`src/ssr_pkg.sv`:
```
package ssr_pkg;
   localparam int SSR_SW_W = 16;
   localparam int SSR_AW   = 32;
   // status word field positions
   localparam int SSR_TRACE_BIT  = 15;
   localparam int SSR_PRIV_BIT   = 13;
   localparam int SSR_MASTER_BIT = 12;
   localparam int SSR_MASK_HI    = 10;
   localparam int SSR_MASK_LO    = 8;
   localparam int SSR_CCB_W      = 8;
   // defined bits: 15,13,12,10..8,4..0
   localparam logic [15:0] SSR_SW_DEFINED = 16'hb71f;
   localparam logic [15:0] SSR_CCB_MASK   = 16'h001f;
   // privileged at reset, mask at highest level
   localparam logic [15:0] SSR_SW_RESET   = 16'h2700;
   localparam logic [31:0] SSR_ETB_MASK   = 32'hfff0_0000;
   localparam int SSR_ETB_LOW_BITS = 20;
   localparam logic [2:0] SSR_NMI_LEVEL   = 3'h7;
   localparam int SSR_VEC_SHIFT    = 2;

   typedef enum logic [2:0] {
      SSR_SEL_NONE  = 3'b000,
      SSR_SEL_SW    = 3'b001,
      SSR_SEL_ASP   = 3'b010,
      SSR_SEL_OSP   = 3'b011,
      SSR_SEL_ETB   = 3'b100,
      SSR_SEL_USP   = 3'b101
   } ssr_sel_e;

   typedef struct packed {
      logic        wr;
      ssr_sel_e    sel;
      logic [31:0] data;
   } ssr_acc_s;

   typedef struct packed {
      logic       take;
      logic       is_irq;
      logic [2:0] level;
      logic [7:0] vector;
   } ssr_exc_s;
endpackage

```
`src/ssr_irq_gate.sv`:
```
`timescale 1ns/10ps
module ssr_irq_gate
   import ssr_pkg::*;
(
   // request and mask
   input  wire logic [2:0] req_level_i,
   input  wire logic [2:0] mask_i,
   // result
   output logic            pass_o
);
   always_comb begin
      // level 0 means no request
      pass_o = (req_level_i == SSR_NMI_LEVEL) || (req_level_i > mask_i);
   end
endmodule

```
`src/ssr_supervisor_regs.sv`:
```
`timescale 1ns/10ps
// Functional notes
// - status word fully accessible when privileged; user sees only low byte.
// - trace bit set requests a trace exception after each completed instruction.
// - status bit 13 is privilege: one supervisor, zero user.
// - master bit cleared on interrupt; set only by return or status move.
// - mask bits 10..8 block requests at or below mask level.
// - level 7 edge request is never masked.
// - two 32-bit stack pointers, active by privilege, alternate holds other.
// - debug port reads and writes both pointers directly; debugger maps them.
// - dual stacks only while enable bit set; enable resets to zero.
// - privileged moves copy address register to/from user stack pointer.
// - low 20 bits of table base not implemented, read as zero.
// - vector address is table base plus displacement.
// - displacement is four times the vector number.
// - exception saves status, sets privilege, clears trace; irq clears master, loads mask.
module ssr_supervisor_regs
   import ssr_pkg::*;
(
   // clock and reset
   input  wire logic        mclk_i,
   input  wire logic        rst_n_i,
   // pipeline register access
   input  wire ssr_acc_s    pipe_acc_i,
   input  wire logic        rte_i,
   output logic [31:0]      pipe_rdata_o,
   output logic             priv_fault_o,
   // debug port access
   input  wire ssr_acc_s    dbg_acc_i,
   output logic [31:0]      dbg_rdata_o,
   // cache control enable bit
   input  wire logic        dual_stack_enable_bit_i,
   // instruction completion and exceptions
   input  wire logic        insn_done_i,
   input  wire ssr_exc_s    exc_i,
   input  wire logic [2:0]  irq_level_i,
   // status outputs
   output logic             trace_req_o,
   output logic             irq_pass_o,
   output logic [15:0]      status_word_o,
   output logic [15:0]      saved_status_o,
   output logic [31:0]      stack_pointer_o,
   output logic [31:0]      vector_addr_o
);
   logic [15:0] sw_q, sw_d, saved_q, saved_d;
   logic [31:0] asp_q, asp_d, osp_q, osp_d, etb_q, etb_d, vaddr_q, vaddr_d;
   logic [31:0] prdata_q, prdata_d, drdata_q, drdata_d;
   logic        trace_q, trace_d, fault_q, fault_d;
   logic        priv, dual, pipe_priv_ok;

   // read mux used by both ports
   function automatic logic [31:0] rd_sel(input ssr_sel_e s, input logic [15:0] sw,
                                          input logic [31:0] a, input logic [31:0] o,
                                          input logic [31:0] e);
      case (s)
         SSR_SEL_SW:  rd_sel = {16'h0000, sw};
         SSR_SEL_ASP: rd_sel = a;
         SSR_SEL_OSP: rd_sel = o;
         SSR_SEL_ETB: rd_sel = e & SSR_ETB_MASK;
         default:     rd_sel = 32'h0000_0000;
      endcase
   endfunction

   assign priv = sw_q[SSR_PRIV_BIT];
   assign dual = dual_stack_enable_bit_i;

   ssr_irq_gate u_gate (
      .req_level_i (irq_level_i),
      .mask_i      (sw_q[SSR_MASK_HI:SSR_MASK_LO]),
      .pass_o      (irq_pass_o)
   );

   always_comb begin
      logic [15:0] nsw;
      logic [31:0] wv;
      logic [31:0] sp_tmp;
      nsw      = sw_q;
      wv       = 32'h0000_0000;
      sp_tmp   = 32'h0000_0000;
      sw_d     = sw_q;
      saved_d  = saved_q;
      asp_d    = asp_q;
      osp_d    = osp_q;
      etb_d    = etb_q;
      vaddr_d  = vaddr_q;
      fault_d  = 1'b0;
      trace_d  = insn_done_i & sw_q[SSR_TRACE_BIT];
      pipe_priv_ok = priv;
      prdata_d = prdata_q;
      drdata_d = drdata_q;

      // pipeline access: user mode limited to the flags byte and the active stack pointer
      if (pipe_acc_i.sel != SSR_SEL_NONE) begin
         if (!pipe_priv_ok && pipe_acc_i.sel != SSR_SEL_SW && pipe_acc_i.sel != SSR_SEL_ASP) begin
            fault_d = 1'b1;
         end else if (pipe_acc_i.sel == SSR_SEL_USP) begin
            if (!dual || !priv) begin
               fault_d = 1'b1;
            end else if (pipe_acc_i.wr) begin
               osp_d = pipe_acc_i.data;
            end else begin
               prdata_d = osp_q;
            end
         end else if (pipe_acc_i.wr) begin
            case (pipe_acc_i.sel)
               SSR_SEL_SW: begin
                  if (priv) begin
                     sw_d = pipe_acc_i.data[15:0] & SSR_SW_DEFINED;
                  end else begin
                     sw_d = (sw_q & ~SSR_CCB_MASK) | (pipe_acc_i.data[15:0] & SSR_CCB_MASK);
                  end
               end
               SSR_SEL_ASP: asp_d = pipe_acc_i.data;
               SSR_SEL_OSP: osp_d = pipe_acc_i.data;
               SSR_SEL_ETB: etb_d = pipe_acc_i.data & SSR_ETB_MASK;
               default: ;
            endcase
         end else if (!priv && pipe_acc_i.sel == SSR_SEL_SW) begin
            prdata_d = {24'h00_0000, sw_q[SSR_CCB_W-1:0]};
         end else begin
            prdata_d = rd_sel(pipe_acc_i.sel, sw_q, asp_q, osp_q, etb_q);
         end
      end

      // return from exception restores the stacked word, master included
      if (rte_i && priv) begin
         sw_d = pipe_acc_i.data[15:0] & SSR_SW_DEFINED;
      end

      // debug port: raw access to both pointers
      if (dbg_acc_i.sel != SSR_SEL_NONE) begin
         if (dbg_acc_i.wr) begin
            case (dbg_acc_i.sel)
               SSR_SEL_SW:  sw_d  = dbg_acc_i.data[15:0] & SSR_SW_DEFINED;
               SSR_SEL_ASP: asp_d = dbg_acc_i.data;
               SSR_SEL_OSP: osp_d = dbg_acc_i.data;
               SSR_SEL_ETB: etb_d = dbg_acc_i.data & SSR_ETB_MASK;
               default: ;
            endcase
         end else begin
            drdata_d = rd_sel(dbg_acc_i.sel, sw_q, asp_q, osp_q, etb_q);
         end
      end

      // exception entry has priority over software writes
      if (exc_i.take) begin
         saved_d = sw_q;
         nsw = sw_q;
         nsw[SSR_PRIV_BIT]  = 1'b1;
         nsw[SSR_TRACE_BIT] = 1'b0;
         if (exc_i.is_irq) begin
            nsw[SSR_MASTER_BIT] = 1'b0;
            nsw[SSR_MASK_HI:SSR_MASK_LO] = exc_i.level;
         end
         sw_d = nsw;
         wv = 32'(exc_i.vector) << SSR_VEC_SHIFT;
         vaddr_d = (etb_q & SSR_ETB_MASK) + wv;
      end

      // privilege flip swaps physical registers so later refs see the new stack
      if (dual && (sw_d[SSR_PRIV_BIT] != sw_q[SSR_PRIV_BIT])) begin
         // keep the old active value aside, otherwise both sides end up equal
         sp_tmp = asp_d;
         asp_d  = osp_d;
         osp_d  = sp_tmp;
      end
   end

   always_ff @(posedge mclk_i or negedge rst_n_i) begin
      if (!rst_n_i) begin
         sw_q     <= SSR_SW_RESET;
         saved_q  <= 16'h0000;
         asp_q    <= 32'h0000_0000;
         osp_q    <= 32'h0000_0000;
         etb_q    <= 32'h0000_0000;
         vaddr_q  <= 32'h0000_0000;
         prdata_q <= 32'h0000_0000;
         drdata_q <= 32'h0000_0000;
         trace_q  <= 1'b0;
         fault_q  <= 1'b0;
      end else begin
         sw_q     <= sw_d;
         saved_q  <= saved_d;
         asp_q    <= asp_d;
         osp_q    <= osp_d;
         etb_q    <= etb_d;
         vaddr_q  <= vaddr_d;
         prdata_q <= prdata_d;
         drdata_q <= drdata_d;
         trace_q  <= trace_d;
         fault_q  <= fault_d;
      end
   end

   assign pipe_rdata_o    = prdata_q;
   assign dbg_rdata_o     = drdata_q;
   assign priv_fault_o    = fault_q;
   assign trace_req_o     = trace_q;
   assign status_word_o   = sw_q;
   assign saved_status_o  = saved_q;
   assign stack_pointer_o = asp_q;
   assign vector_addr_o   = vaddr_q;

   property p_trace;
      @(posedge mclk_i) disable iff (!rst_n_i)
      (insn_done_i && sw_q[SSR_TRACE_BIT]) |=> trace_req_o;
   endproperty
   a_trace: assert property (p_trace) else $error("trace request missing");

   property p_exc_priv;
      @(posedge mclk_i) disable iff (!rst_n_i)
      exc_i.take |=> (sw_q[SSR_PRIV_BIT] && !sw_q[SSR_TRACE_BIT]);
   endproperty
   a_exc_priv: assert property (p_exc_priv) else $error("exception entry bits wrong");

   property p_irq_master;
      @(posedge mclk_i) disable iff (!rst_n_i)
      (exc_i.take && exc_i.is_irq) |=> (!sw_q[SSR_MASTER_BIT]
         && sw_q[SSR_MASK_HI:SSR_MASK_LO] == $past(exc_i.level));
   endproperty
   a_irq_master: assert property (p_irq_master) else $error("irq entry wrong");

   property p_saved;
      @(posedge mclk_i) disable iff (!rst_n_i)
      exc_i.take |=> saved_status_o == $past(sw_q);
   endproperty
   a_saved: assert property (p_saved) else $error("status not saved");

   property p_vaddr;
      @(posedge mclk_i) disable iff (!rst_n_i)
      exc_i.take |=> vector_addr_o == (($past(etb_q) & SSR_ETB_MASK)
         + {22'h00_0000, $past(exc_i.vector), 2'b00});
   endproperty
   a_vaddr: assert property (p_vaddr) else $error("vector address wrong");

   property p_etb_low;
      @(posedge mclk_i) disable iff (!rst_n_i)
      etb_q[SSR_ETB_LOW_BITS-1:0] == 20'h00000;
   endproperty
   a_etb_low: assert property (p_etb_low) else $error("base low bits set");

   property p_user_sw;
      @(posedge mclk_i) disable iff (!rst_n_i)
      (!priv && pipe_acc_i.sel == SSR_SEL_SW && pipe_acc_i.wr && !exc_i.take
         && dbg_acc_i.sel == SSR_SEL_NONE && !rte_i)
         |=> sw_q[15:8] == $past(sw_q[15:8]);
   endproperty
   a_user_sw: assert property (p_user_sw) else $error("user wrote upper status");

   property p_swap;
      @(posedge mclk_i) disable iff (!rst_n_i)
      ($past(dual) && $changed(sw_q[SSR_PRIV_BIT]) && $past(dbg_acc_i.sel) == SSR_SEL_NONE
         && $past(pipe_acc_i.sel) == SSR_SEL_NONE)
         |-> asp_q == $past(osp_q) && osp_q == $past(asp_q);
   endproperty
   a_swap: assert property (p_swap) else $error("stack swap missing");

   property p_nmi;
      @(posedge mclk_i) disable iff (!rst_n_i)
      (irq_level_i == SSR_NMI_LEVEL) |-> irq_pass_o;
   endproperty
   a_nmi: assert property (p_nmi) else $error("level 7 masked");

   property p_mask;
      @(posedge mclk_i) disable iff (!rst_n_i)
      (irq_level_i != SSR_NMI_LEVEL && irq_level_i <= sw_q[SSR_MASK_HI:SSR_MASK_LO])
         |-> !irq_pass_o;
   endproperty
   a_mask: assert property (p_mask) else $error("masked level passed");
endmodule

```
`config.mk`:
```
export PLATFORM = sky130hd
export DESIGN_NAME = ssr_supervisor_regs
export DESIGN_NICKNAME = d
export VERILOG_FILES = /design/src/ssr_pkg.sv /design/src/ssr_irq_gate.sv /design/src/ssr_supervisor_regs.sv
export SDC_FILE = /design/constraint.sdc
export NUM_CORES = 1
export LEC_CHECK = 0
export ABC_AREA = 1
export BUFFER_PORTS_ARGS = -buffer_cell sky130_fd_sc_hd__clkbuf_2
export CAP_MARGIN = 20
export CORE_ASPECT_RATIO = 1.2
export CORE_MARGIN = 5
export CORE_UTILIZATION = 55
export CTS_CLUSTER_DIAMETER = 200
export DETAILED_ROUTE_END_ITERATION = 8
export PLACE_DENSITY = 0.82
export SLEW_MARGIN = 20
export SYNTH_ARGS = -nofsm -noshare
export SYNTH_HDL_FRONTEND = slang
export SYNTH_SLANG_ARGS = --single-unit
```
`constraint.sdc`:
```
create_clock -name mclk_i -period 2.23 [get_ports mclk_i]
set_input_delay 0.446 -clock mclk_i [delete_from_list [all_inputs] [get_ports mclk_i]]
set_output_delay 0.446 -clock mclk_i [all_outputs]
set_load 0.005 [all_outputs]
```
== Yosys cells after proc, flatten, opt, wreduce, memory -nomap -nowiden ==
Cells that the tools add are included.

* Magnitude comparators: 1
* Reduce and logical (&&, ||, !) cells: 13
* Equality and inequality tests: 17
* Mux-type cells: 52
* Add/subtract/negate cells: 1
* Bitwise logic cells: 4

{| class="wikitable"
|+ Operator list
! kind !! count
|-
| $mux W32 || 33
|-
| $pmux W32 S4 || 2
|-
| $mux W16 || 11
|-
| $add A32 B10 Y32 || 1
|-
| $or A16 B5 Y16 || 1
|-
| $eq A3 B2 Y1 const B || 4
|-
| $eq A3 B3 Y1 const B || 4
|-
| $eq A3 B1 Y1 const B || 2
|-
| $reduce_bool A3 Y1 || 2
|-
| $logic_and A1 B1 Y1 || 5
|-
| $mux W1 || 5
|-
| $reduce_and A5 Y1 || 1
|-
| $ne A2 B1 Y1 const B || 2
|-
| $ne A2 B2 Y1 const B || 2
|-
| $gt A3 B3 Y1 || 1
|-
| $mux W3 || 1
|-
| $ne A3 B1 Y1 const B || 1
|-
| $ne A3 B2 Y1 const B || 1
|-
| $logic_not A1 Y1 || 2
|-
| $logic_or A1 B1 Y1 || 2
|-
| $not A1 Y1 || 2
|-
| $reduce_and A2 Y1 || 1
|-
| $and A1 B1 Y1 || 1
|-
| $ne A1 B1 Y1 || 1
|}

* Bits of input ports: 93
* Output and inout port bits: 163
* Bits in registers: 226
* Word-level logic and storage cells: 100

== Depth between registers and ports, before layout ==
* Word-level depth: 15
* Mapped depth: 13

== Cells and area by module ==
A second synthesis with hierarchy kept.

* Cells, all modules: 1470
* Area total of the unflattened synthesis: 10839.1 um^2

{| class="wikitable"
|+ By module, submodules not included
! module !! cells each !! instances !! area an instance (um^2)
|-
| ssr_supervisor_regs || 1456 || 1 || 10755.3
|-
| ssr_irq_gate || 14 || 1 || 83.8
|}

== Worst setup path before layout ==
Ideal clock, no wire load.

* Kind: register to output
* Start point: register sw_q[10] (netlist: status_word_o[10])
* End point: output irq_pass_o
* Cell stages (with the launch flop): 6
* Data required time: 1784 ps
* Buffers on the path: 0
* Arrival: 1313 ps
* Slack: 471 ps
* Path through: dfstp_2 -> inv_1 -> ha_1 -> a21oi_1 -> o21ai_0 -> a32o_1

* Longest elaborated chain between the ends: 2

{| class="wikitable"
|+ Ends and longest elaborated chain
! element !! line !! source
|-
| start: declaration || ssr_supervisor_regs.sv:45 || <nowiki>logic [15:0] sw_q, sw_d, saved_q, saved_d;</nowiki>
|-
| start signal: assignment || ssr_supervisor_regs.sv:182 || <nowiki>sw_q <= sw_d;</nowiki>
|-
| $gt A3 B3 Y1 || ssr_irq_gate.sv:13 || <nowiki>pass_o = (req_level_i == SSR_NMI_LEVEL) || (req_level_i > mask_i);</nowiki>
|-
| $logic_or A1 B1 Y1 || ssr_irq_gate.sv:13 ||
|-
| end: declaration || ssr_supervisor_regs.sv:39 || <nowiki>output logic irq_pass_o,</nowiki>
|}

No other way between the ends.

== Worst setup path after layout ==
Same ends and word-level chain as after synthesis.

==> results by group <==
Worst setup path
  – Worst path max stage delay: roughly 550 ps
  – Arrival @ worst endpoint: 1750 ps
  – CP max FO: 3
  – CP max-delay cell: dfstp_2
  – Crit end category: output port
  – Startpoint Class: flop
  – Crit path cell chain: inv_2 > ha_4 > a21oi_2 > o21ai_1 > a32o_1 > clkbuf_2
  – Flop-to-flop setup slack: ~260 ps
  – Family with the most delay on the worst path: flip-flops
  – CP Data Required Time: ~1800 ps
  – Kind of critical path: reg -> out
  – CP Buf/Inv Count: 2

Clock tree
  – H-tree depth: 4
  – Clock buffer depth: 2
  – Sink Count: 194
  – Hold buffer count at CTS: 0
  – Root buffer cell: clkbuf_16
  – TritonCTS clock tree: yes
  – Latest clock arrival within the worst-skew pair: 430 ps
  – CTS Buf Count: 17
  – Clk slew on worst S/H paths: around 70 ps

Yosys
  – Synthesized area: ~0.011 mm2
  – Flops & latches, synth: 194
  – Area contributors post-synth: dfrtp_1, nand2_1, inv_1, o21ai_0, nand3_1
  – Sequential share of the synthesized area: 45.2%
  – Post-synth top area cell: dfrtp_1
  – Post-Synthesis Cells: 1467
  – Top FF cell, synth: dfrtp_1
  – Yosys warning count: 0
  – EDFF count, synth: 0
  – Synth top area share: 44.2%
  – Synth cell types: 34
  – Post-Syn Area per Cell: 7.33 um2
  – Synth async-reset ratio: 100%

Die
  – Die width: 138 um
  – IO Count: 256
  – Die ar.: between 0.02 and 0.025 mm2
  – # rows: between 50 and 60
  – Core ar.: 0.0194 mm2
  – Die Y: 163 um
  – Initial Util: 55.4%

Job
  – Max_cap viols: 0

Final layout
  – Share of cells above drive strength 1: about a quarter
  – Commonest non-fill, non-tap cell in the layout: nand2_1
  – P&R area growth vs syn: 22.1%
  – Nets: between 1500 and 2000
  – Fillers: 1595
  – Commonest cells after routing, fill and taps aside: nand2_1, clkbuf_2, dfrtp_1, inv_1, o21ai_0

STA
  – Peak Freq: 456 MHz
  – Final Hold Fails: 2
  – Final Cycle Share: a little over nine tenths
  – WHS: -5.39 ps
  – Worst setup slack after layout: 38.2 ps
  – Least-Margin Pin Slew: ~820 ps
  – Max-slew headroom: a little under half
  – Crit path time final: 2190 ps
  – Worst Skew: about 6.7 ps
  – Pins Over Slew Limit: 0
  – Final setup viols: 0
  – RSZ-0062 raised after global routing: true

Place
  – # port buffers: 243
  – DP Wirelength: 25800 um
  – Final Wtd Congestion: 0.907
  – Pre-CTS WS: 203 ps

Detailed routing
  – Drt pass-1 iters: 9
  – Wire per inst: ~19 um
  – Drt total wl: 36800 um
  – DRT antenna net count: 0
  – DR vias/cell: 5.84
  – DR DRC count: 0
  – Via count: 11500
  – Initial DRC Count: 1388

Global routing
  – GRT overflow: 0
  – Initial antenna violation count: 1
  – First-pass GRT wire length: 57700 um
  – Largest net degree at the start of global routing: 62
  – Vias in the first global route: 11200
  – Overall Global Routing Usage: 32.8%

Worst hold path
  – Hold Crit Class: in -> async

Run status
  – Failing checks: hold timing
  – Status: finished with violations

Power and ir drop
  – Leakage: a little over 0.007 uW
  – Pwr/cell area: 880 mW/mm2
  – VDD IR-drop max: 0.545 mV
  – PnR Total Power: 11600 uW
-- synth_stat cells, drive strengths merged (29+ instances only) --
master and number:
nand2 578, dfrtp 190, inv 139, o21ai 104
nand3 81, nor2 61, buf 52, clkbuf 45
a21oi 39, nand4 33, mux2 30, o211ai 29
-- final timing paths --
path / endpoint / from / cells past startpoint
worst max-delay path: irq_pass_o / status_word_o[10]$_DFFE_PN1P_ / 6
worst min-delay path: vector_addr_o[4]$_DFFE_PN0P_ / rst_n_i / 1
worst max register to register: osp_q[9]$_DFF_PN0_ / status_word_o[13]$_DFF_PN1_ / 8
worst min register to register: vector_addr_o[3]$_DFFE_PN0P_ / vector_addr_o[3]$_DFFE_PN0P_ / 2
max in group asynchronous: pipe_rdata_o[19]$_DFFE_PN0P_ / rst_n_i / 2
min in group mclk_i: trace_req_o$_DFF_PN0_ / insn_done_i / 3
-- registers in the layout, summed over array words and instances, names as in the netlist --
register and count:
dbg_rdata_o 32, etb_q 12, osp_q 32, pipe_rdata_o 32, priv_fault_o 1, saved_status_o 16
stack_pointer_o 32, status_word_o 16, trace_req_o 1, vector_addr_o 20
-- through the flow --
stage / cells / area (um2) / setup TNS [ps] / hold slack (ps) / utilization, %
floorplan: 1478 / 10800 / 0 / 150 / -
CTS: 1974 / 13100 / 0 / 13.3 / 67.6
finish: 1975 / 13100 / 0 / -5.39 / 67.7
detailed placement: 1940 / 12400 / 0 / 458 / 64.1
global placement: 1940 / 12400 / 0 / 453 / 64.1
global route: 1974 / 13100 / -36.6 / 27.0 / 67.7
-- cell type report --
cell class / count / area (um2) / share of cell area, %
multi-input combinational: 1048 / 5010 / 38.2
sequential: 194 / 4860 / 37.0
timing repair buffer: 300 / 1770 / 13.4
inverter: 139 / 522 / 3.97
clock buffer: 19 / 443 / 3.37
tap: 261 / 327 / 2.49
clock inverter: 13 / 199 / 1.51
antenna: 1 / 2.50 / 0.0191
-- report_power, final --
group          leakage, uW  switching (uW)  internal [uW]
clock network     0.000312            1410           1940
registers          0.00244             568           4300
logic              0.00446            2030           1320
-- worst reg2reg max path: stages, from the launching register on --
cell and delay [ps]:
dfstp_2 620, nand3_1 190, o21ai_4 220, buf_4 360, nand4_1 130, nand3_1 120
nand2_1 80, nand2_1 70, nand2_1 70
-- what timing repair did --
item / CTS / global route
setup buffers: 2 / 0
setup endpoints to repair: 1 / 1
gates resized for setup: 3 / 3
-- layer usage --
metal / GRT usage (%) / part of all wire, %
met1: 42.5 / 36
met3: 6.56 / 12
met2: 52.3 / 47
met5: 0 / 0.035
met4: 16.3 / 5.4
-- cells by family (layout without fill, tap and decap cells) --
logic type	after synthesis	count (layout)	synth area share, %
compound gates	248	248	13.7
fa+ha+maj	3	3	0.349
buf+inv	236	471	9.11
flops	194	194	45.2
mux	30	30	3.14
other cells	1	13	0.0349
simple gates	755	755	28.5
Note: power is estimated with default switching activity, not from simulation.
